`src/shared/ccr_pkg.sv`:
```
// Purpose: Shared constants and types for the CPU context registers
// Assumes: 8-bit data space, 12-bit program counter
// Notes:   Reset contents of data registers are a plain choice
`default_nettype none
package ccr_pkg;
	localparam logic [7:0]  ADDR_PTR_ONE     = 8'h80;
	localparam logic [7:0]  ADDR_PTR_TWO     = 8'h81;
	localparam logic [7:0]  ADDR_HOLD_FIRST  = 8'h82;
	localparam logic [7:0]  ADDR_HOLD_SECOND = 8'h83;
	localparam logic [7:0]  ADDR_ACC         = 8'hff;
	localparam logic [7:0]  REG_RESET        = 8'h00;
	localparam logic [7:0]  DATA_ZERO        = 8'h00;
	localparam logic [11:0] PC_RESET_VEC     = 12'hffe;
	localparam logic [11:0] PC_ONE           = 12'h001;
	localparam int          PC_W             = 12;
	localparam int          BANK_W           = 2;
	localparam int          STACK_DEPTH      = 6;
	localparam logic [2:0]  DEPTH_FULL       = 3'h6;
	localparam logic [2:0]  DEPTH_EMPTY      = 3'h0;
	localparam logic [2:0]  DEPTH_ONE        = 3'h1;
	localparam logic [3:0]  MC_DIV_LAST      = 4'hc;
	localparam logic [3:0]  MC_DIV_START     = 4'h0;
	localparam logic [2:0]  MC_TWO           = 3'h2;
	localparam logic [2:0]  MC_FOUR          = 3'h4;
	localparam logic [2:0]  MC_FIVE          = 3'h5;
	localparam logic [2:0]  MC_LAST          = 3'h1;

	typedef enum logic [1:0] {
		CTX_NMI    = 2'b00,
		CTX_NORMAL = 2'b01,
		CTX_INT    = 2'b11
	} ccr_ctx_t;

	typedef enum logic [1:0] {
		LEN_TWO  = 2'h0,
		LEN_FOUR = 2'h1,
		LEN_FIVE = 2'h2
	} ccr_len_t;

	typedef enum logic [3:0] {
		OP_HOLD  = 4'h0,
		OP_INC   = 4'h1,
		OP_JUMP  = 4'h2,
		OP_CALL  = 4'h3,
		OP_REL   = 4'h4,
		OP_IRQ   = 4'h5,
		OP_NMI   = 4'h6,
		OP_RET   = 4'h7,
		OP_INTERRUPT_EXIT  = 4'h8
	} ccr_pc_op_t;

	typedef enum logic [2:0] {
		SEL_NONE, SEL_X, SEL_Y, SEL_V, SEL_W, SEL_ACC
	} ccr_sel_t;

	function automatic ccr_sel_t ccr_decode(input logic [7:0] addr);
		case (addr)
			ADDR_PTR_ONE:     ccr_decode = SEL_X;
			ADDR_PTR_TWO:     ccr_decode = SEL_Y;
			ADDR_HOLD_FIRST:  ccr_decode = SEL_V;
			ADDR_HOLD_SECOND: ccr_decode = SEL_W;
			ADDR_ACC:         ccr_decode = SEL_ACC;
			default:          ccr_decode = SEL_NONE;
		endcase
	endfunction
endpackage
`default_nettype wire

```
`src/shared/ccr_flag_if.sv`:
```
// Purpose: Carrier between the core and its banked flag pairs
// Assumes: One write port, acting on the active context only
// Notes:   None
`timescale 1ns/1ns
`default_nettype none
interface ccr_flag_if;
	import ccr_pkg::*;
	ccr_ctx_t ctx;
	logic     c_we;
	logic     z_we;
	logic     c_in;
	logic     z_in;
	logic     c_out;
	logic     z_out;
	modport core (output ctx, c_we, z_we, c_in, z_in, input c_out, z_out);
	modport bank (input ctx, c_we, z_we, c_in, z_in, output c_out, z_out);
endinterface
`default_nettype wire

```
`src/ccr_flag_bank.sv`:
```
// Purpose: Three carry/zero pairs, one per execution context
// Assumes: Context code is one of the three defined values
// Notes:   Pairs are never cleared by a context switch
`timescale 1ns/1ns
`default_nettype none
module ccr_flag_bank
	import ccr_pkg::*;
(
	// Clock and reset
	input  wire logic SYS_CLK,
	input  wire logic RESETN,
	// Flag port
	ccr_flag_if.bank  fl
);
	localparam ccr_ctx_t CTXS [3] = '{CTX_NORMAL, CTX_INT, CTX_NMI};
	logic [2:0] c_q;
	logic [2:0] z_q;

	genvar g;
	generate
		for (g = 0; g < 3; g++)
		begin : g_pair
			always_ff @(posedge SYS_CLK or negedge RESETN)
			begin
				if (!RESETN)
				begin
					c_q[g] <= 1'b0;
					z_q[g] <= 1'b0;
				end
				else if (fl.ctx == CTXS[g])
				begin
					if (fl.c_we)
						c_q[g] <= fl.c_in;
					if (fl.z_we)
						z_q[g] <= fl.z_in;
				end
			end
		end
	endgenerate

	always_comb
	begin
		case (fl.ctx)
			CTX_NORMAL:
			begin
				fl.c_out = c_q[0];
				fl.z_out = z_q[0];
			end
			CTX_INT:
			begin
				fl.c_out = c_q[1];
				fl.z_out = z_q[1];
			end
			default:
			begin
				fl.c_out = c_q[2];
				fl.z_out = z_q[2];
			end
		endcase
	end
endmodule // ccr_flag_bank
`default_nettype wire

```
`src/ccr_ret_stack.sv`:
```
// Purpose: Six-level LIFO of return addresses, no visible pointer
// Assumes: Push and pop never requested together
// Notes:   Saturates at both ends instead of wrapping
`timescale 1ns/1ns
`default_nettype none
module ccr_ret_stack
	import ccr_pkg::*;
(
	// Clock and reset
	input  wire logic              SYS_CLK,
	input  wire logic              RESETN,
	// Control
	input  wire logic              push,
	input  wire logic              pop,
	input  wire logic [PC_W-1:0]   push_pc,
	// State
	output logic      [PC_W-1:0]   top,
	output logic                   empty,
	output logic      [2:0]        depth
);
	logic [PC_W-1:0] lvl_q [STACK_DEPTH];
	logic [2:0]      depth_q;

	genvar g;
	generate
		for (g = 0; g < STACK_DEPTH; g++)
		begin : g_lvl
			always_ff @(posedge SYS_CLK or negedge RESETN)
			begin
				if (!RESETN)
					lvl_q[g] <= PC_RESET_VEC;
				else if (push)
					lvl_q[g] <= (g == 0) ? push_pc : lvl_q[(g == 0) ? 0 : g - 1];
				else if (pop && depth_q != DEPTH_EMPTY && g < STACK_DEPTH - 1)
					lvl_q[g] <= lvl_q[(g < STACK_DEPTH - 1) ? g + 1 : g];
			end
		end
	endgenerate

	always_ff @(posedge SYS_CLK or negedge RESETN)
	begin
		if (!RESETN)
			depth_q <= DEPTH_EMPTY;
		else if (push && depth_q != DEPTH_FULL)
			depth_q <= depth_q + DEPTH_ONE;
		else if (pop && depth_q != DEPTH_EMPTY)
			depth_q <= depth_q - DEPTH_ONE;
	end

	assign top   = lvl_q[0];
	assign empty = (depth_q == DEPTH_EMPTY);
	assign depth = depth_q;
endmodule // ccr_ret_stack
`default_nettype wire

```
`src/ccr_core.sv`:
```
// Purpose: Programmer-visible registers, PC, flags and stack of the core
// Assumes: Requests are synchronous to SYS_CLK; one PC op per cycle
// Notes:   Machine cycle tick is SYS_CLK divided by thirteen
// Function
// - Accumulator is 8 bits, also reachable at data address FFh.
// - First and second pointers reachable at data addresses 80h and 81h.
// - Short-direct holding registers reachable at data addresses 82h and 83h.
// - Indirect addressing uses the selected pointer as operand address.
// - Program counter is 12 bits, covering 4096 bytes.
// - Beyond 4096 bytes, a bank switch value extends the program address.
// - Sequential execution increments the program counter by one.
// - Relative branch adds the signed offset to the program counter.
// - PC loads jump, call, vector, reset or popped address.
// - Three carry/zero pairs: normal, interrupt, non-maskable.
// - Interrupt entry switches pair; interrupt exit restores the previous pair.
// - Context switches never alter stored flag values.
// - Only the active context's pair is read or written.
// - Carry follows carry/borrow, tested bit, and feeds rotate left.
// - Zero set when the result is zero, else cleared.
// - After reset the non-maskable context and its pair are active.
// - Return stack has six 12-bit levels outside data space.
// - Call or interrupt shifts levels deeper, PC enters first level.
// - Return loads first level into PC and shifts levels up.
// - Beyond six nested pushes the stack stays deepest, oldest lost.
// - Return on empty stack leaves it unchanged; execution simply continues.
// - Instructions take two, four or five machine cycles.
`timescale 1ns/1ns
`default_nettype none
module ccr_core
	import ccr_pkg::*;
(
	// Clock and reset
	input  wire logic              SYS_CLK,
	input  wire logic              RESETN,
	// Data-space access
	input  wire logic [7:0]        DS_ADDR,
	input  wire logic              DS_WE,
	input  wire logic              DS_RE,
	input  wire logic [7:0]        DS_WDATA,
	output logic      [7:0]        DS_RDATA,
	output logic                   DS_HIT,
	// Indirect addressing
	input  wire logic              PTR_SEL,
	output logic      [7:0]        IND_ADDR,
	// Accumulator result port
	input  wire logic              ACC_WE,
	input  wire logic [7:0]        ACC_WDATA,
	output logic      [7:0]        ACC_OUT,
	// Program counter control
	input  wire ccr_pc_op_t        PC_OP,
	input  wire logic [PC_W-1:0]   PC_TARGET,
	input  wire logic [7:0]        REL_OFFSET,
	input  wire logic [PC_W-1:0]   VECTOR,
	input  wire logic [BANK_W-1:0] PROG_BANK,
	output logic      [PC_W-1:0]   PC_OUT,
	output logic [PC_W+BANK_W-1:0] PROG_ADDR,
	output logic      [2:0]        STACK_DEPTH_OUT,
	// Flags
	input  wire logic              FLAG_C_WE,
	input  wire logic              FLAG_C_IN,
	input  wire logic              FLAG_Z_WE,
	input  wire logic [7:0]        ALU_RESULT,
	output logic                   CARRY_OUT,
	output logic                   ZERO_OUT,
	output ccr_ctx_t               CTX_OUT,
	// Instruction timing
	input  wire logic              INSTR_START,
	input  wire ccr_len_t          INSTR_LEN,
	output logic                   INSTR_BUSY,
	output logic                   INSTR_DONE,
	output logic                   MC_TICK
);
	typedef enum logic {SEQ_IDLE = 1'b0, SEQ_RUN = 1'b1} ccr_seq_t;

	logic [7:0]      acc_q;
	logic [7:0]      x_q;
	logic [7:0]      y_q;
	logic [7:0]      v_q;
	logic [7:0]      w_q;
	logic [7:0]      rdata_q;
	logic            hit_q;
	logic [PC_W-1:0] pc_q;
	logic [PC_W-1:0] rel_ext;
	logic [PC_W-1:0] rel_sum;
	ccr_ctx_t        ctx_q;
	ccr_ctx_t        hist0_q;
	ccr_ctx_t        hist1_q;
	ccr_sel_t        wr_sel;
	ccr_sel_t        rd_sel;
	logic            push;
	logic            pop;
	logic [PC_W-1:0] stk_top;
	logic            stk_empty;
	logic [2:0]      stk_depth;
	logic [3:0]      div_q;
	logic            tick;
	ccr_seq_t        seq_q;
	logic [2:0]      mc_left_q;
	logic            done_q;

	ccr_flag_if fl ();

	function automatic logic [2:0] len_cycles(input ccr_len_t len);
		case (len)
			LEN_TWO:  len_cycles = MC_TWO;
			LEN_FOUR: len_cycles = MC_FOUR;
			default:  len_cycles = MC_FIVE;
		endcase
	endfunction

	assign wr_sel = ccr_decode(DS_ADDR);
	assign rd_sel = ccr_decode(DS_ADDR);

	// Data-space writes; ALU result to the accumulator wins a collision
	always_ff @(posedge SYS_CLK or negedge RESETN)
	begin
		if (!RESETN)
			acc_q <= REG_RESET;
		else if (ACC_WE)
			acc_q <= ACC_WDATA;
		else if (DS_WE && wr_sel == SEL_ACC)
			acc_q <= DS_WDATA;
	end

	always_ff @(posedge SYS_CLK or negedge RESETN)
	begin
		if (!RESETN)
		begin
			x_q <= REG_RESET;
			y_q <= REG_RESET;
			v_q <= REG_RESET;
			w_q <= REG_RESET;
		end
		else if (DS_WE)
		begin
			case (wr_sel)
				SEL_X:   x_q <= DS_WDATA;
				SEL_Y:   y_q <= DS_WDATA;
				SEL_V:   v_q <= DS_WDATA;
				SEL_W:   w_q <= DS_WDATA;
				default: ;
			endcase
		end
	end

	// Registered read; unmapped addresses answer zero with no hit
	always_ff @(posedge SYS_CLK or negedge RESETN)
	begin
		if (!RESETN)
		begin
			rdata_q <= DATA_ZERO;
			hit_q   <= 1'b0;
		end
		else if (DS_RE)
		begin
			hit_q <= (rd_sel != SEL_NONE);
			case (rd_sel)
				SEL_X:   rdata_q <= x_q;
				SEL_Y:   rdata_q <= y_q;
				SEL_V:   rdata_q <= v_q;
				SEL_W:   rdata_q <= w_q;
				SEL_ACC: rdata_q <= acc_q;
				default: rdata_q <= DATA_ZERO;
			endcase
		end
		else
			hit_q <= 1'b0;
	end

	assign DS_RDATA = rdata_q;
	assign DS_HIT   = hit_q;
	assign ACC_OUT  = acc_q;
	assign IND_ADDR = PTR_SEL ? y_q : x_q;

	// Signed offset goes through the adder, result back to PC
	assign rel_ext = {{(PC_W - 8){REL_OFFSET[7]}}, REL_OFFSET};
	assign rel_sum = PC_W'(pc_q + rel_ext);

	assign push = (PC_OP == OP_CALL) || (PC_OP == OP_IRQ) || (PC_OP == OP_NMI);
	assign pop  = (PC_OP == OP_RET) || (PC_OP == OP_INTERRUPT_EXIT);

	always_ff @(posedge SYS_CLK or negedge RESETN)
	begin
		if (!RESETN)
			pc_q <= PC_RESET_VEC;
		else
		begin
			case (PC_OP)
				OP_INC:  pc_q <= PC_W'(pc_q + PC_ONE);
				OP_JUMP: pc_q <= PC_TARGET;
				OP_CALL: pc_q <= PC_TARGET;
				OP_REL:  pc_q <= rel_sum;
				OP_IRQ:  pc_q <= VECTOR;
				OP_NMI:  pc_q <= VECTOR;
				OP_RET, OP_INTERRUPT_EXIT:
				begin
					// Empty stack: PC already points at the next instruction
					if (!stk_empty)
						pc_q <= stk_top;
				end
				default: ;
			endcase
		end
	end

	assign PC_OUT    = pc_q;
	assign PROG_ADDR = {PROG_BANK, pc_q};

	ccr_ret_stack u_stack (
		.SYS_CLK (SYS_CLK),
		.RESETN  (RESETN),
		.push    (push),
		.pop     (pop),
		.push_pc (pc_q),
		.top     (stk_top),
		.empty   (stk_empty),
		.depth   (stk_depth)
	);
	assign STACK_DEPTH_OUT = stk_depth;

	// Context tracking; two history slots cover normal, interrupt, NMI nesting
	always_ff @(posedge SYS_CLK or negedge RESETN)
	begin
		if (!RESETN)
		begin
			ctx_q   <= CTX_NMI;
			hist0_q <= CTX_NORMAL;
			hist1_q <= CTX_NORMAL;
		end
		else if (PC_OP == OP_IRQ || PC_OP == OP_NMI)
		begin
			ctx_q   <= (PC_OP == OP_IRQ) ? CTX_INT : CTX_NMI;
			hist0_q <= ctx_q;
			hist1_q <= hist0_q;
		end
		else if (PC_OP == OP_INTERRUPT_EXIT)
		begin
			ctx_q   <= hist0_q;
			hist0_q <= hist1_q;
			hist1_q <= CTX_NORMAL;
		end
	end

	assign fl.ctx  = ctx_q;
	assign fl.c_we = FLAG_C_WE;
	assign fl.c_in = FLAG_C_IN;
	assign fl.z_we = FLAG_Z_WE;
	assign fl.z_in = (ALU_RESULT == DATA_ZERO);

	ccr_flag_bank u_flags (
		.SYS_CLK (SYS_CLK),
		.RESETN  (RESETN),
		.fl      (fl.bank)
	);

	assign CARRY_OUT = fl.c_out;
	assign ZERO_OUT  = fl.z_out;
	assign CTX_OUT   = ctx_q;

	// Machine cycle divider, realigned at instruction start
	always_ff @(posedge SYS_CLK or negedge RESETN)
	begin
		if (!RESETN)
			div_q <= MC_DIV_START;
		else if ((INSTR_START && seq_q == SEQ_IDLE) || tick)
			div_q <= MC_DIV_START;
		else
			div_q <= div_q + 4'h1;
	end

	assign tick    = (div_q == MC_DIV_LAST);
	assign MC_TICK = tick;

	always_ff @(posedge SYS_CLK or negedge RESETN)
	begin
		if (!RESETN)
		begin
			seq_q     <= SEQ_IDLE;
			mc_left_q <= MC_TWO;
			done_q    <= 1'b0;
		end
		else
		begin
			done_q <= 1'b0;
			case (seq_q)
				SEQ_IDLE:
				begin
					if (INSTR_START)
					begin
						seq_q     <= SEQ_RUN;
						mc_left_q <= len_cycles(INSTR_LEN);
					end
				end
				SEQ_RUN:
				begin
					if (tick)
					begin
						if (mc_left_q == MC_LAST)
						begin
							seq_q  <= SEQ_IDLE;
							done_q <= 1'b1;
						end
						else
							mc_left_q <= mc_left_q - 3'h1;
					end
				end
				default: seq_q <= SEQ_IDLE;
			endcase
		end
	end

	assign INSTR_BUSY = (seq_q == SEQ_RUN);
	assign INSTR_DONE = done_q;
endmodule // ccr_core
`default_nettype wire

```
`config.mk`:
```
export PLATFORM = sky130hd
export DESIGN_NAME = ccr_core
export DESIGN_NICKNAME = d
export VERILOG_FILES = /design/src/shared/ccr_pkg.sv /design/src/shared/ccr_flag_if.sv /design/src/ccr_flag_bank.sv /design/src/ccr_ret_stack.sv /design/src/ccr_core.sv
export SDC_FILE = /design/constraint.sdc
export NUM_CORES = 1
export LEC_CHECK = 0
export ABC_AREA = 1
export BUFFER_PORTS_ARGS = -buffer_cell sky130_fd_sc_hd__buf_2
export CORE_ASPECT_RATIO = 1.75
export CORE_MARGIN = 2
export CORE_UTILIZATION = 50
export CTS_CLUSTER_SIZE = 8
export DETAILED_ROUTE_END_ITERATION = 6
export GPL_ROUTABILITY_DRIVEN = 1
export PLACE_DENSITY_LB_ADDON = 0.15
export RECOVER_POWER = 100
export SLEW_MARGIN = 20
export SYNTH_ARGS = -nofsm -noshare
export SYNTH_HDL_FRONTEND = slang
export SYNTH_SLANG_ARGS = --single-unit
```
`constraint.sdc`:
```
create_clock -name SYS_CLK -period 3.7 [get_ports SYS_CLK]
set_input_delay 0.74 -clock SYS_CLK [delete_from_list [all_inputs] [get_ports SYS_CLK]]
set_output_delay 0.74 -clock SYS_CLK [all_outputs]
set_load 0.02 [all_outputs]
```
# After elaboration in Yosys (flattened, before gate mapping)
# Index checks and enable logic that the tools add are counted.
dict set report totals {
  word_cells 140
  reg_bits 157
}
dict set report classes {
  eq_ne 28
  n_addsub 6
  mux 42
  n_reduce_logical 35
  n_bitwise 1
}
# operator count
set op_table {}
lappend op_table {{12-bit two-way mux} 11}
lappend op_table {{12-bit one-hot mux with 5 select lines} 1}
lappend op_table {{8-bit equality test (second input constant)} 5}
lappend op_table {{8-bit one-hot mux with 5 select lines} 1}
lappend op_table {{8-bit two-way mux} 3}
lappend op_table {{2-bit AND reduction} 11}
lappend op_table {{4-bit by 3-bit equality test with 1-bit output (second input constant)} 4}
lappend op_table {{3-bit two-way mux} 5}
lappend op_table {{3-bit one-hot mux with 5 select lines} 1}
lappend op_table {{2-bit two-way mux} 7}
lappend op_table {{12-bit by 1-bit adder with 12-bit output (second input constant)} 1}
lappend op_table {{12-bit adder} 1}
lappend op_table {{3-bit one-hot mux with 2 select lines} 2}
lappend op_table {{4-bit by 2-bit equality test with 1-bit output (second input constant)} 2}
lappend op_table {{4-bit equality test (second input constant)} 2}
lappend op_table {{8-bit logical NOT} 1}
lappend op_table {{2-bit inequality test (second input constant)} 4}
lappend op_table {{2-bit nonzero test} 4}
lappend op_table {{1-bit two-way mux} 7}
lappend op_table {{3-bit by 1-bit equality test with 1-bit output (second input constant)} 2}
lappend op_table {{3-bit by 2-bit equality test with 1-bit output (second input constant)} 2}
lappend op_table {{3-bit equality test (second input constant)} 2}
lappend op_table {{1-bit one-hot mux with 2 select lines} 3}
lappend op_table {{3-bit nonzero test} 2}
lappend op_table {{16 further kinds} 28}

# Longest topological paths before layout
# Gate-level depths: netlist of the first run.
dict set report depth {
  depth_word 6
  ltp_mapped 14
  depth_no_buf 14
}

# Hierarchy
# A second synthesis of the first run with hierarchy kept.
dict set report hier_totals {
  hier_cells 1129
  hier_area_um2 8787.2
}
# mod cells_each seq_area_each_um2 area_each_um2 n_inst
set modules_own_cells {}
lappend modules_own_cells {ccr_core 659 1919.3 4844.6 1}
lappend modules_own_cells {ccr_ret_stack 427 1959.4 3623.5 1}
lappend modules_own_cells {ccr_flag_bank 43 150.1 319.1 1}

# Worst setup path before layout of the first run
# Ideal clock, no wire load.
dict set report synth_timing {
  kind {input to register}
  startpoint {input port PC_OP[2]}
  endpoint {register pc_q[6] (netlist: PC_OUT[6])}
  n_path_buf 0
  arrival_time_ns 2.602
  stages 12
  setup_time_ns 0.073
  path_slack_ns 1.025
  path_cell_list {inv_1 -> nor2_4 -> nand2_1 -> or2_2 -> ha_1 -> fa_1 -> nand3_1 -> nand3_1 -> a21oi_1 -> or2_2 -> nand3_1 -> a21oi_1}
}
dict set report synth_via {
  elab_chain_len 4
  word_cells_on_any_way 15
}
# element line_no
set synth_lines {}
lappend synth_lines {{start, declared} ccr_core.sv:50} ;# input wire ccr_pc_op_t PC_OP,
lappend synth_lines {{4-bit by 2-bit equality test with 1-bit output, or another cell as far along} ccr_core.sv:188} ;# case (PC_OP)
lappend synth_lines {{2-bit OR reduction, on equally long branches} -}
lappend synth_lines {{5-bit nonzero test (no line) or 2-bit inequality test (tied branches)} -}
lappend synth_lines {{2-bit AND reduction (no line)} -}
lappend synth_lines {{end signal, assigned} ccr_core.sv:189} ;# OP_INC: pc_q <= PC_W'(pc_q + PC_ONE);
lappend synth_lines {{end signal, assigned} ccr_core.sv:192} ;# OP_REL: pc_q <= rel_sum;
lappend synth_lines {{end signal, assigned} ccr_core.sv:199} ;# pc_q <= stk_top;
lappend synth_lines {{end, declared} ccr_core.sv:82} ;# logic [PC_W-1:0] pc_q;
# Several ways; a longest one is shown, not always the timed one.
# A chain may end at the register's enable or synchronous reset.

# Worst setup path after layout of the first run
dict set report layout_timing {
  startpoint {input port PC_OP[0]}
  endpoint {register u_stack.lvl_q[49] (netlist bit)}
}
dict set report layout_via {
  elab_chain_len 4
  word_cells_on_any_way 11
}
# element line_no
set layout_lines {}
lappend layout_lines {{4-bit by 2-bit equality test with 1-bit output, or another cell as far along} ccr_core.sv:179} ;# assign push = (PC_OP == OP_CALL) || (PC_OP == OP_IRQ) || (PC_OP == OP_NMI);
lappend layout_lines {{1-bit logical OR, on equally long branches} {ccr_core.sv:179, ccr_core.sv:180}}
lappend layout_lines {{1-bit logical OR or 1-bit logical AND (tied branches)} {ccr_core.sv:179, ccr_ret_stack.sv:34}}
lappend layout_lines {{12-bit two-way mux or 2-bit nonzero test (tied branches)} -}
lappend layout_lines {{end signal, assigned by index} ccr_ret_stack.sv:33} ;# lvl_q[g] <= (g == 0) ? push_pc : lvl_q[(g == 0) ? 0 : g - 1];
lappend layout_lines {{end signal, assigned by index} ccr_ret_stack.sv:35} ;# lvl_q[g] <= lvl_q[(g < STACK_DEPTH - 1) ? g + 1 : g];
lappend layout_lines {{end, declared} ccr_ret_stack.sv:21} ;# logic [PC_W-1:0] lvl_q [STACK_DEPTH];
# Several ways; a longest one is shown, not always the timed one.

==> results.toml, run 1 <==
[status]
failed_checks = "max-capacitance violations, max-slew violations"
outcome = "finished, violations left"

[route]
drcViolationCount = 0
dr.first_iter.drc_count = 421
detail_route.vias_per_cell = 5.189
detail_route_antenna_nets = 0
vias_after_detailed_routing = 7114
totalWireLength_mm = 20.21
drt-pass1-iter-count = 5
wl_per_cell_um = 14.74

[finish]
fin_nets = 1233
drive_above_1_share_pct = 18.66
post_layout_nonfiller_instances = 1371
number_of_diodes_added_for_antenna_fixing = 0
area.growth.synth_to_final_pct = 13.74
postLayoutCoreUtil_pct = 58.03

[die]
rows = 62
floorplan.die.width_um = 101.7
initial_core_util_pct = 51.02
die_height_um = 175.0
floorplan.die_area_um2 = 17790
floorplan_core_area_um2 = 16370
pin_count = 143

[timing]
final.setup.tns_ns = 0
final.setup.worst_slack_ns = 0.8937
drv_slew = 98
min_period_ns = 2.806
grt_setup_unrepaired = "no"
max-slew-margin-rel_pct = -62.62
setup_viol = 0
finClkSkew_ns = 0.01265
min_period_over_period_pct = 75.85
fmaxAchievable_mhz = 356.3
hold_slack_ns = 0.4787
worst-slew-pin-transition_ns = 2.439
finalHoldViolations = 0

[place]
port_buffers = 138
routability_cong = 0.9275
dpl.cell_count = 1339
place_worst_setup_slack_ns = 0.6527
hpwlAfterDp_mm = 14.27

[synth]
synth.top_cells.by_area = "sky130_fd_sc_hd__dfstp_2 (25%), sky130_fd_sc_hd__dfrtp_1 (23%), sky130_fd_sc_hd__nand2_1 (12%)"
synth_fa_ha_area_share_pct = 2.727
synth-edff-count = 0
synth.lib_cells_used.distinct = 44
synth_warnings = 0
synth.mux.area_fraction_pct = 1.213
synth_top_cell_by_area = "sky130_fd_sc_hd__dfstp_2"
synth_nets = 1120
post_synth.cell_area_avg_um2 = 8.180
synth-seq-cells = 157
synth-simple-area-share_pct = 23.24
yosysSeqAreaShare_pct = 48.24
synth-compound-area-share_pct = 13.84
yosys.area.top_type_share_pct = 25.17
synthArstFlopShare_pct = 100.0
synth.cell_area_um2 = 8352
synth_top_family_by_area = "simple AND/OR/NAND/NOR gates"
synthXorXnorAreaFrac_pct = 0.9438
postSynthCellCount = 1021
synth-main-ff-cell = "sky130_fd_sc_hd__dfstp_2"

[global_routing]
grt_start_max_net_pins = 98
globalRouteTotalUtil_pct = 23.86
grt_first_pass_wirelength_mm = 33.58
via_count_of_the_first_global_routing_pass = 6880
grt-ovfl-total = 0
antenna_violations_before_repair = 0

[clocking]
cts_tree = "built"
cts_repair_resize_count = 0
worstSkewPairLatency_ns = 0.42
cts.sinks = 157
clock_tree.root_cell = "sky130_fd_sc_hd__clkbuf_16"
clk_pin_slew_ns = 0.06
cts-htree-levels = 4
post-cts-setup-buffers = 0
hold_buffers = 0
cts-buffers-inserted = 17
max-clock-path-buffers = 2

[setup_path]
cp-end-kind = "register"
path_class = "in -> reg"
r2r_setup_slack_ns = 1.54
critical_path.max_fanout = 54
crit_top_cell = "sky130_fd_sc_hd__nand2_1"
cpPeakStageDelay_ns = 0.49
critical_path_buf_inv_count = 2
reg2reg_to = "u_stack.lvl_q[20]$_DFFE_PN1P_"
critPathSlowestCell = "sky130_fd_sc_hd__nand2_1"
critical_path.cell_chain = "clkbuf_1, nor2_1, nand3_1, nand2_1, nand2_1, buf_4, nand2_8, o22ai_1, a21oi_2"
startpoint_type = "input pin"
rr_worst_depth = 7
r2r_start = "u_stack.depth[0]$_DFFE_PN0P_"
crit_required_ns = 4.05
critPathTopFamily = "simple AND/OR/NAND/NOR gates"
cp.arrival_ns = 3.16

[run]
maxCapViolCount = 1

[power]
power.leakage_nw = 4.522
worst_ir_drop_vdd_v = 0.0003795
power_per_cell_area_nw_per_um2 = 680.9

[hold_path]
worstHoldPathType = "reg -> reg"
hp-start = "DS_RDATA[4]$_DFFE_PN0P_"
timing.hold.worst_path_depth = 2
hold-path-endpoint = "DS_RDATA[4]$_DFFE_PN0P_"
## worst reg2reg max path, stage by stage (launching register included)
cell and delay (ns):
sky130_fd_sc_hd__dfrtp_1 0.45, sky130_fd_sc_hd__nor2_1 0.13, sky130_fd_sc_hd__nand2_1 0.07, sky130_fd_sc_hd__nand2_1 0.22, sky130_fd_sc_hd__buf_4 0.53, sky130_fd_sc_hd__nand2_8 0.32, sky130_fd_sc_hd__a22oi_1 0.25, sky130_fd_sc_hd__o21ai_0 0.11
## per-layer routing
layer / GRT usage [%] / vias to the layer above / wire length, um
met1: 28.30 / 3323 / 8132
li1: - / 3555 / -
met5: 0 / - / 0
met3: 3.720 / 41 / 693
met2: 41.23 / 195 / 10610
met4: 11.60 / 0 / 773
## flip-flops by register name, indices dropped and copies added (netlist names), 3 cells and up
| signal | count |
|---|---|
| u_stack.depth | 3 |
| u_stack.lvl_q | 60 |
| PC_OUT | 12 |
| DS_RDATA | 8 |
| u_flags.c_q | 3 |
| u_flags.z_q | 3 |
| mc_left_q | 3 |
| u_stack.top | 12 |
| ACC_OUT | 8 |
| div_q | 4 |
| y_q | 8 |
| v_q | 8 |
| x_q | 8 |
| w_q | 8 |
## cell families (layout without fill, tap and decap cells)
family | Yosys count | count (layout)
compound gates | 192 | 192
buf+inv | 184 | 310
xor+xnor | 9 | 9
flops | 157 | 157
mux | 9 | 9
fa+ha+maj | 17 | 17
simple gates | 453 | 453
## where the power goes
| part | total, mW | switching (mW) | internal [mW] |
|---|---|---|---|
| logic | 1.84 | 1.18 | 0.660 |
| registers | 2.96 | 0.411 | 2.55 |
| clock network | 1.67 | 0.732 | 0.938 |
## synth_stat cells (4+ instances only)
cell and count:
sky130_fd_sc_hd__buf_2 22, sky130_fd_sc_hd__nand2_1 274, sky130_fd_sc_hd__xor2_1 7, sky130_fd_sc_hd__o21bai_1 4
sky130_fd_sc_hd__o21ai_0 81, sky130_fd_sc_hd__ha_1 15, sky130_fd_sc_hd__mux2_2 9, sky130_fd_sc_hd__nand3_1 75
sky130_fd_sc_hd__buf_4 20, sky130_fd_sc_hd__a22oi_1 9, sky130_fd_sc_hd__nand3_2 4, sky130_fd_sc_hd__nor2_1 71
sky130_fd_sc_hd__a21oi_1 33, sky130_fd_sc_hd__nor3_1 4, sky130_fd_sc_hd__o221ai_1 24, sky130_fd_sc_hd__inv_1 126
sky130_fd_sc_hd__o21ai_1 4, sky130_fd_sc_hd__o22ai_1 17, sky130_fd_sc_hd__clkbuf_1 6, sky130_fd_sc_hd__o211ai_1 14
sky130_fd_sc_hd__dfrtp_1 77, sky130_fd_sc_hd__nand4_1 6, sky130_fd_sc_hd__dfstp_2 80
## metrics by stage
| step | instance area (um2) | power, mW |
|---|---|---|
| 2_1_floorplan | 8352 | 4.348 |
| 3_3_place_gp | 9077 | 4.813 |
| 3_5_place_dp | 9077 | 4.871 |
| 4_1_cts | 9643 | 6.574 |
| 5_1_grt | 9499 | 6.915 |
| 6_report | 9499 | 6.468 |
## layout make-up
cell class              instances  area [um2]
clock buffers                  18       429.2
well taps                     224       280.3
multi-input cells             680        3460
flip-flops and latches        157        4029
repair buffers                147       670.6
fillers                      1589        6869
inverters                     131       494.2
clock inverters                14       136.4
## how the worst max path moves through the flow
| stage | start | endpoint | slack (ns) | depth (start not counted) |
|---|---|---|---|---|
| after floorplan | PC_OP[2] | PC_OUT[6]$_DFFE_PN1P_ | 1.03 | 12 |
| after global placement | PC_OP[0] | PC_OUT[6]$_DFFE_PN1P_ | 0.71 | 12 |
| after detailed placement | PC_OP[0] | PC_OUT[6]$_DFFE_PN1P_ | 0.65 | 12 |
| after CTS | PC_OP[0] | PC_OUT[6]$_DFFE_PN1P_ | 1.08 | 12 |
| after global routing | RESETN | u_stack.lvl_q[57]$_DFFE_PN1P_ | 0.48 | 2 |
| final | PC_OP[0] | u_stack.lvl_q[49]$_DFFE_PN1P_ | 0.89 | 9 |
## layout by cell type (no fill, tap or decap), types with 9 or more instances in the layout
| cell type | netlist | layout |
|---|---|---|
| sky130_fd_sc_hd__a21oi_1 | 33 | 33 |
| sky130_fd_sc_hd__a22oi_1 | 9 | 9 |
| sky130_fd_sc_hd__buf_2 | 22 | 79 |
| sky130_fd_sc_hd__clkbuf_1 | 6 | 61 |
| sky130_fd_sc_hd__clkbuf_16 | 0 | 17 |
| sky130_fd_sc_hd__dfrtp_1 | 77 | 77 |
| sky130_fd_sc_hd__dfstp_2 | 80 | 76 |
| sky130_fd_sc_hd__ha_1 | 15 | 15 |
| sky130_fd_sc_hd__inv_1 | 126 | 128 |
| sky130_fd_sc_hd__nand2_1 | 274 | 277 |
| sky130_fd_sc_hd__nand3_1 | 75 | 79 |
| sky130_fd_sc_hd__nor2_1 | 71 | 74 |
| sky130_fd_sc_hd__o211ai_1 | 14 | 14 |
| sky130_fd_sc_hd__o21ai_0 | 81 | 84 |
| sky130_fd_sc_hd__o221ai_1 | 24 | 24 |
| sky130_fd_sc_hd__o22ai_1 | 17 | 17 |
Note: power is estimated with default switching activity, not from simulation.
==> run 2, diff against run 1 <==
==> constraint.sdc (replaced) <==
create_clock -name SYS_CLK -period 2.2 [get_ports SYS_CLK]
set_input_delay 0.44 -clock SYS_CLK [delete_from_list [all_inputs] [get_ports SYS_CLK]]
set_output_delay 0.44 -clock SYS_CLK [all_outputs]
set_load 0.02 [all_outputs]
==> run 2 against run 1 <==
Against the previous run: the run now ends clean; sequential cell count stayed put; global-route usage fell by 0.51 points; via count grew 0.30%; critical endpoint is now u_stack.lvl_q[48]$_DFFE_PN0P_; worst setup slack got worse by 0.64 ns.
==> results.toml, run 2 (same netlist as run 1, synthesis figures left out) <==
[timing]
grt_setup_unrepaired = "no"
finalHoldViolations = 0
drv_slew = 0
max-slew-margin-rel_pct = 11.01
finClkSkew_ns = 0.01849
fmaxAchievable_mhz = 513.4
min_period_ns = 1.948
setup_viol = 0
min_period_over_period_pct = 88.53
worst-slew-pin-transition_ns = 1.335

[die]
initial_core_util_pct = 51.02
floorplan.die_area_um2 = 17790
die_height_um = 175.0
floorplan.die.width_um = 101.7
rows = 62
pin_count = 143
floorplan_core_area_um2 = 16370

[finish]
mostFrequentLayoutCell = "sky130_fd_sc_hd__nand2_1"
area.growth.synth_to_final_pct = 17.89
filler_cell_count = 1527
postLayoutCoreUtil_pct = 60.15
post_layout_nonfiller_instances = 1399
fin_nets = 1261
number_of_diodes_added_for_antenna_fixing = 0
max_ffs_per_register = 60
layout_common_cells = "sky130_fd_sc_hd__nand2_1 (274), sky130_fd_sc_hd__inv_1 (127), sky130_fd_sc_hd__o21ai_0 (83)"
drive_above_1_share_pct = 21.45
largest_register = "u_stack.lvl_q"

[hold_path]
worstHoldPathType = "in -> reg"

[clocking]
clock_tree.root_cell = "sky130_fd_sc_hd__clkbuf_16"
cts_repair_resize_count = 0
clk_pin_slew_ns = 0.07
max-clock-path-buffers = 2
worstSkewPairLatency_ns = 0.42
cts-buffers-inserted = 17
cts-htree-levels = 4
cts.sinks = 157
post-cts-setup-buffers = 0
cts_tree = "built"

[place]
routability_cong = 0.9490
port_buffers = 138
dpl.cell_count = 1366
hpwlAfterDp_mm = 14.61

[setup_path]
path_class = "in -> reg"
critPathTopFamily = "buffers and inverters"
cpPeakStageDelay_ns = 0.42
critical_path_buf_inv_count = 4
cp.arrival_ns = 2.23
critical_path.max_fanout = 22
crit_top_cell = "sky130_fd_sc_hd__nand2_1"
cp-end-kind = "register"
startpoint_type = "input pin"
critical_path.cell_chain = "buf_2, inv_1, nor2_4, clkbuf_1, nand2_1, nand2_2, nand2_1, clkbuf_2, o22ai_1, a31oi_1"
r2r_setup_slack_ns = 0.36
critPathSlowestCell = "sky130_fd_sc_hd__clkbuf_2"
crit_required_ns = 2.48

[global_routing]
grt-ovfl-total = 0
grt_first_pass_wirelength_mm = 32.66
via_count_of_the_first_global_routing_pass = 6748
grt_start_max_net_pins = 55
antenna_violations_before_repair = 0
globalRouteTotalUtil_pct = 23.35

[route]
drcViolationCount = 0
wl_per_cell_um = 14.27
drt-pass1-iter-count = 5
detail_route.vias_per_cell = 5.100
vias_after_detailed_routing = 7135
detail_route_antenna_nets = 0
dr.first_iter.drc_count = 377
totalWireLength_mm = 19.97

[power]
power_per_cell_area_nw_per_um2 = 1119
power.leakage_nw = 4.686
worst_ir_drop_vdd_v = 0.0005467

[status]
outcome = "completed"

[run]
maxCapViolCount = 0
==> run 2: worst min-delay path, stage by stage <==
cell and delay [ns]:
sky130_fd_sc_hd__buf_2 0.08, sky130_fd_sc_hd__nand2_1 0.04, sky130_fd_sc_hd__nand3_1 0.07
==> run 2: cell type report <==
cell class / instances / area (um2) / share of cell area (%)
sequential: 157 / 4029 / 40.92
timing repair buffer: 175 / 962.2 / 9.773
tap: 224 / 280.3 / 2.847
clock inverter: 13 / 131.4 / 1.334
multi-input combinational: 680 / 3516 / 35.71
clock buffer: 19 / 432.9 / 4.397
inverter: 131 / 494.2 / 5.020
==> run 2: final timing paths <==
kind,start,to,cells past startpoint
setup / recovery,PC_OP[2],u_stack.lvl_q[48]$_DFFE_PN0P_,10
hold / removal,ACC_WDATA[5],ACC_OUT[5]$_DFFE_PN0P_,3
setup reg to reg,u_stack.depth[0]$_DFFE_PN0P_,u_stack.lvl_q[48]$_DFFE_PN0P_,6
hold reg to reg,DS_RDATA[1]$_DFFE_PN0P_,DS_RDATA[1]$_DFFE_PN0P_,2
max in group asynchronous,RESETN,u_stack.lvl_q[2]$_DFFE_PN1N_,3
min in group asynchronous,RESETN,ACC_OUT[1]$_DFFE_PN0P_,2
==> run 2: repair_timing <==
item | in CTS | in global routing
setup endpoints to repair | 0 | 0
hold buffers | 1 | 0
endpoints found under the hold margin | 28 | 0
==> run 2: per-layer routing <==
metal | global-route usage, % | vias to the layer above | part of all wire, %
met5 | 0 | - | 0
met4 | 10.47 | 0 | 3.9
met3 | 3.280 | 37 | 3.2
met2 | 40.71 | 168 | 52
met1 | 27.99 | 3312 | 41
li1 | - | 3618 | -
==> run 2: stage by stage <==
step / power (mW) / setup slack [ns] / setup TNS [ns] / hold WS [ns] / instance area, um2
6_report: 11.01 / 0.2523 / 0 / 0.2497 / 9846
5_1_grt: 11.77 / 0.1056 / 0 / 0.2350 / 9846
4_1_cts: 11.19 / 0.3071 / 0 / 0.2410 / 9981
3_5_place_dp: 8.332 / -0.1318 / -0.4360 / 0.4150 / 9407
3_3_place_gp: 8.246 / -0.09345 / -0.2103 / 0.4159 / 9407
2_1_floorplan: 7.342 / 0.005811 / 0 / 0.1444 / 8391
==> run 2: report_power, final <==
part	switching, mW	internal (mW)	total (mW)
Sequential	0.677	4.29	4.96
Combinational	2.00	1.24	3.24
Clock	1.23	1.58	2.82
==> run 3, diff against run 2 <==
--- a/config.mk
+++ b/config.mk
@@ -15,6 +15,7 @@
 export GPL_ROUTABILITY_DRIVEN = 1
 export PLACE_DENSITY_LB_ADDON = 0.15
 export RECOVER_POWER = 100
+export REMOVE_ABC_BUFFERS = 1
 export SLEW_MARGIN = 20
 export SYNTH_ARGS = -nofsm -noshare
 export SYNTH_HDL_FRONTEND = slang
==> run 3 against run 2 <==
Against the previous run: clock-buffer cell count did not move; worst setup slack worse by 0.088 ns; hold slack worse by 0.014 ns; critical path type unchanged; maximum frequency is 4.3% lower; utilization shrank 0.15 points.
==> results.toml, run 3 (same netlist as run 1, synthesis figures left out) <==
[status]
outcome = "completed"

[power]
power_consumption_mw = 11.05
worst_ir_drop_vdd_v = 0.0006073
power.leakage_nw = 4.695
power_per_cell_area_nw_per_um2 = 1125

[global_routing]
grt_first_pass_wirelength_mm = 33.36
grt_start_max_net_pins = 57
antenna_violations_before_repair = 0
grt-ovfl-total = 0
via_count_of_the_first_global_routing_pass = 7104
globalRouteTotalUtil_pct = 23.79

[finish]
number_of_diodes_added_for_antenna_fixing = 0
largest_register = "u_stack.lvl_q"
filler_cell_count = 1576
drive_above_1_share_pct = 21.19
max_ffs_per_register = 60
layout_common_cells = "sky130_fd_sc_hd__nand2_1 (277), sky130_fd_sc_hd__inv_1 (126), sky130_fd_sc_hd__o21ai_0 (82), sky130_fd_sc_hd__buf_2 (82), sky130_fd_sc_hd__nand3_1 (78)"
multiInputGateArea_um2 = 3471
postLayoutCoreUtil_pct = 60.01
fin_nets = 1266
mostFrequentLayoutCell = "sky130_fd_sc_hd__nand2_1"
area.growth.synth_to_final_pct = 17.60
area.sequential_um2 = 4029

[die]
floorplan_core_area_um2 = 16370
die_height_um = 175.0
floorplan.die.width_um = 101.7
pin_count = 143
initial_core_util_pct = 51.02
rows = 62
floorplan.die_area_um2 = 17790

[setup_path]
cpPeakStageDelay_ns = 0.40
path_class = "in -> reg"
critical_path.max_fanout = 3
crit_top_cell = "sky130_fd_sc_hd__nand3_1"
critPathSlowestCell = "sky130_fd_sc_hd__fa_1"
crit_required_ns = 2.55
cp.arrival_ns = 2.38
startpoint_type = "input pin"
cp-end-kind = "register"
critical_path.cell_chain = "buf_2, inv_1, nor2_4, nand2_1, or2_2, ha_1, fa_1, nand3_1, nand3_1, a21oi_2, or2_2, nand3_1, a21oi_1"

[timing]
setup_viol = 0
worst-slew-pin-transition_ns = 0.8825
finClkSkew_ns = 0.006599
fmaxAchievable_mhz = 491.3
hold_slack_ns = 0.2353
finalHoldViolations = 0
final.setup.tns_ns = 0
min_period_over_period_pct = 92.52
max-slew-margin-rel_pct = 41.17
drv_slew = 0
min_period_ns = 2.035
grt_setup_unrepaired = "no"

[clocking]
worstSkewPairLatency_ns = 0.42
max-clock-path-buffers = 2
cts_tree = "built"
clk_pin_slew_ns = 0.07
cts.sinks = 157
cts-buffers-inserted = 17
clock_tree.root_cell = "sky130_fd_sc_hd__clkbuf_16"
cts-htree-levels = 4

[route]
wl_per_cell_um = 14.20
drt-pass1-iter-count = 5
vias_after_detailed_routing = 7264
dr.first_iter.drc_count = 316
totalWireLength_mm = 19.94
detail_route.vias_per_cell = 5.174
drcViolationCount = 0
detail_route_antenna_nets = 0

[run]
maxCapViolCount = 0

[hold_path]
worstHoldPathType = "in -> reg"

[place]
routability_cong = 0.9252
hpwlAfterDp_mm = 14.58
port_buffers = 138
-- run 3: final timing paths --
check / cells after the start / slack, ns / to / startpoint
worst max-delay path: 13 / 0.16 / PC_OUT[6]$_DFFE_PN1P_ / PC_OP[2]
worst min-delay path: 3 / 0.24 / ACC_OUT[6]$_DFFE_PN0P_ / ACC_WDATA[6]
worst max register to register: 8 / 0.31 / PC_OUT[8]$_DFFE_PN1P_ / PC_OUT[5]$_DFFE_PN1P_
worst min register to register: 2 / 0.48 / DS_RDATA[2]$_DFFE_PN0P_ / DS_RDATA[2]$_DFFE_PN0P_
max in group asynchronous: 3 / 0.34 / u_stack.lvl_q[19]$_DFFE_PN1P_ / RESETN
min in group asynchronous: 2 / 0.67 / ACC_OUT[2]$_DFFE_PN0P_ / RESETN
-- run 3: stage by stage --
stage | area (um2) | worst slack (ns) | cells
6_report | 9822 | 0.1645 | 1404
3_5_place_dp | 9393 | -0.2911 | 1371
5_1_grt | 9822 | 0.004131 | 1404
2_1_floorplan | 8028 | -1.002 | 968
3_3_place_gp | 9393 | -0.2291 | 1371
4_1_cts | 9976 | 0.1470 | 1404
-- run 3: report_power, final --
| part | internal (mW) | switching [mW] | leakage (nW) |
|---|---|---|---|
| registers | 4.28 | 0.675 | 1.84 |
| logic | 1.24 | 2.01 | 2.59 |
| clock network | 1.61 | 1.24 | 0.268 |
-- run 3: per-layer routing --
metal	vias to the layer above	share of wire (%)	track usage, %
met1	3416	40	26.94
met2	191	53	43.53
met5	-	0	0
li1	3623	-	-
met4	0	3.0	9.854
met3	34	3.9	3.320
-- run 3: timing repair --
item	CTS	global route
hold buffers	1	0
gates resized for setup	0	1
buffers inserted	0	0
setup endpoints to repair	0	1
endpoints found under the hold margin	30	0
-- run 3: cell type report --
cell class                      instances  share of cell area (%)
Inverter                              131                   5.032
Multi-Input combinational cell        680                   35.34
Clock inverter                         13                   1.325
Clock buffer                           19                   4.510
Sequential cell                       157                   41.02
Tap cell                              224                   2.854
Timing Repair Buffer                  180                   9.924
-- run 3: worst max-delay path: cells and delay by family --
| family | cells | cell delay [ns] |
|---|---|---|
| simple gates | 7 | 0.89 |
| fa+ha+maj | 2 | 0.61 |
| buf+inv | 2 | 0.15 |
| compound gates | 2 | 0.30 |
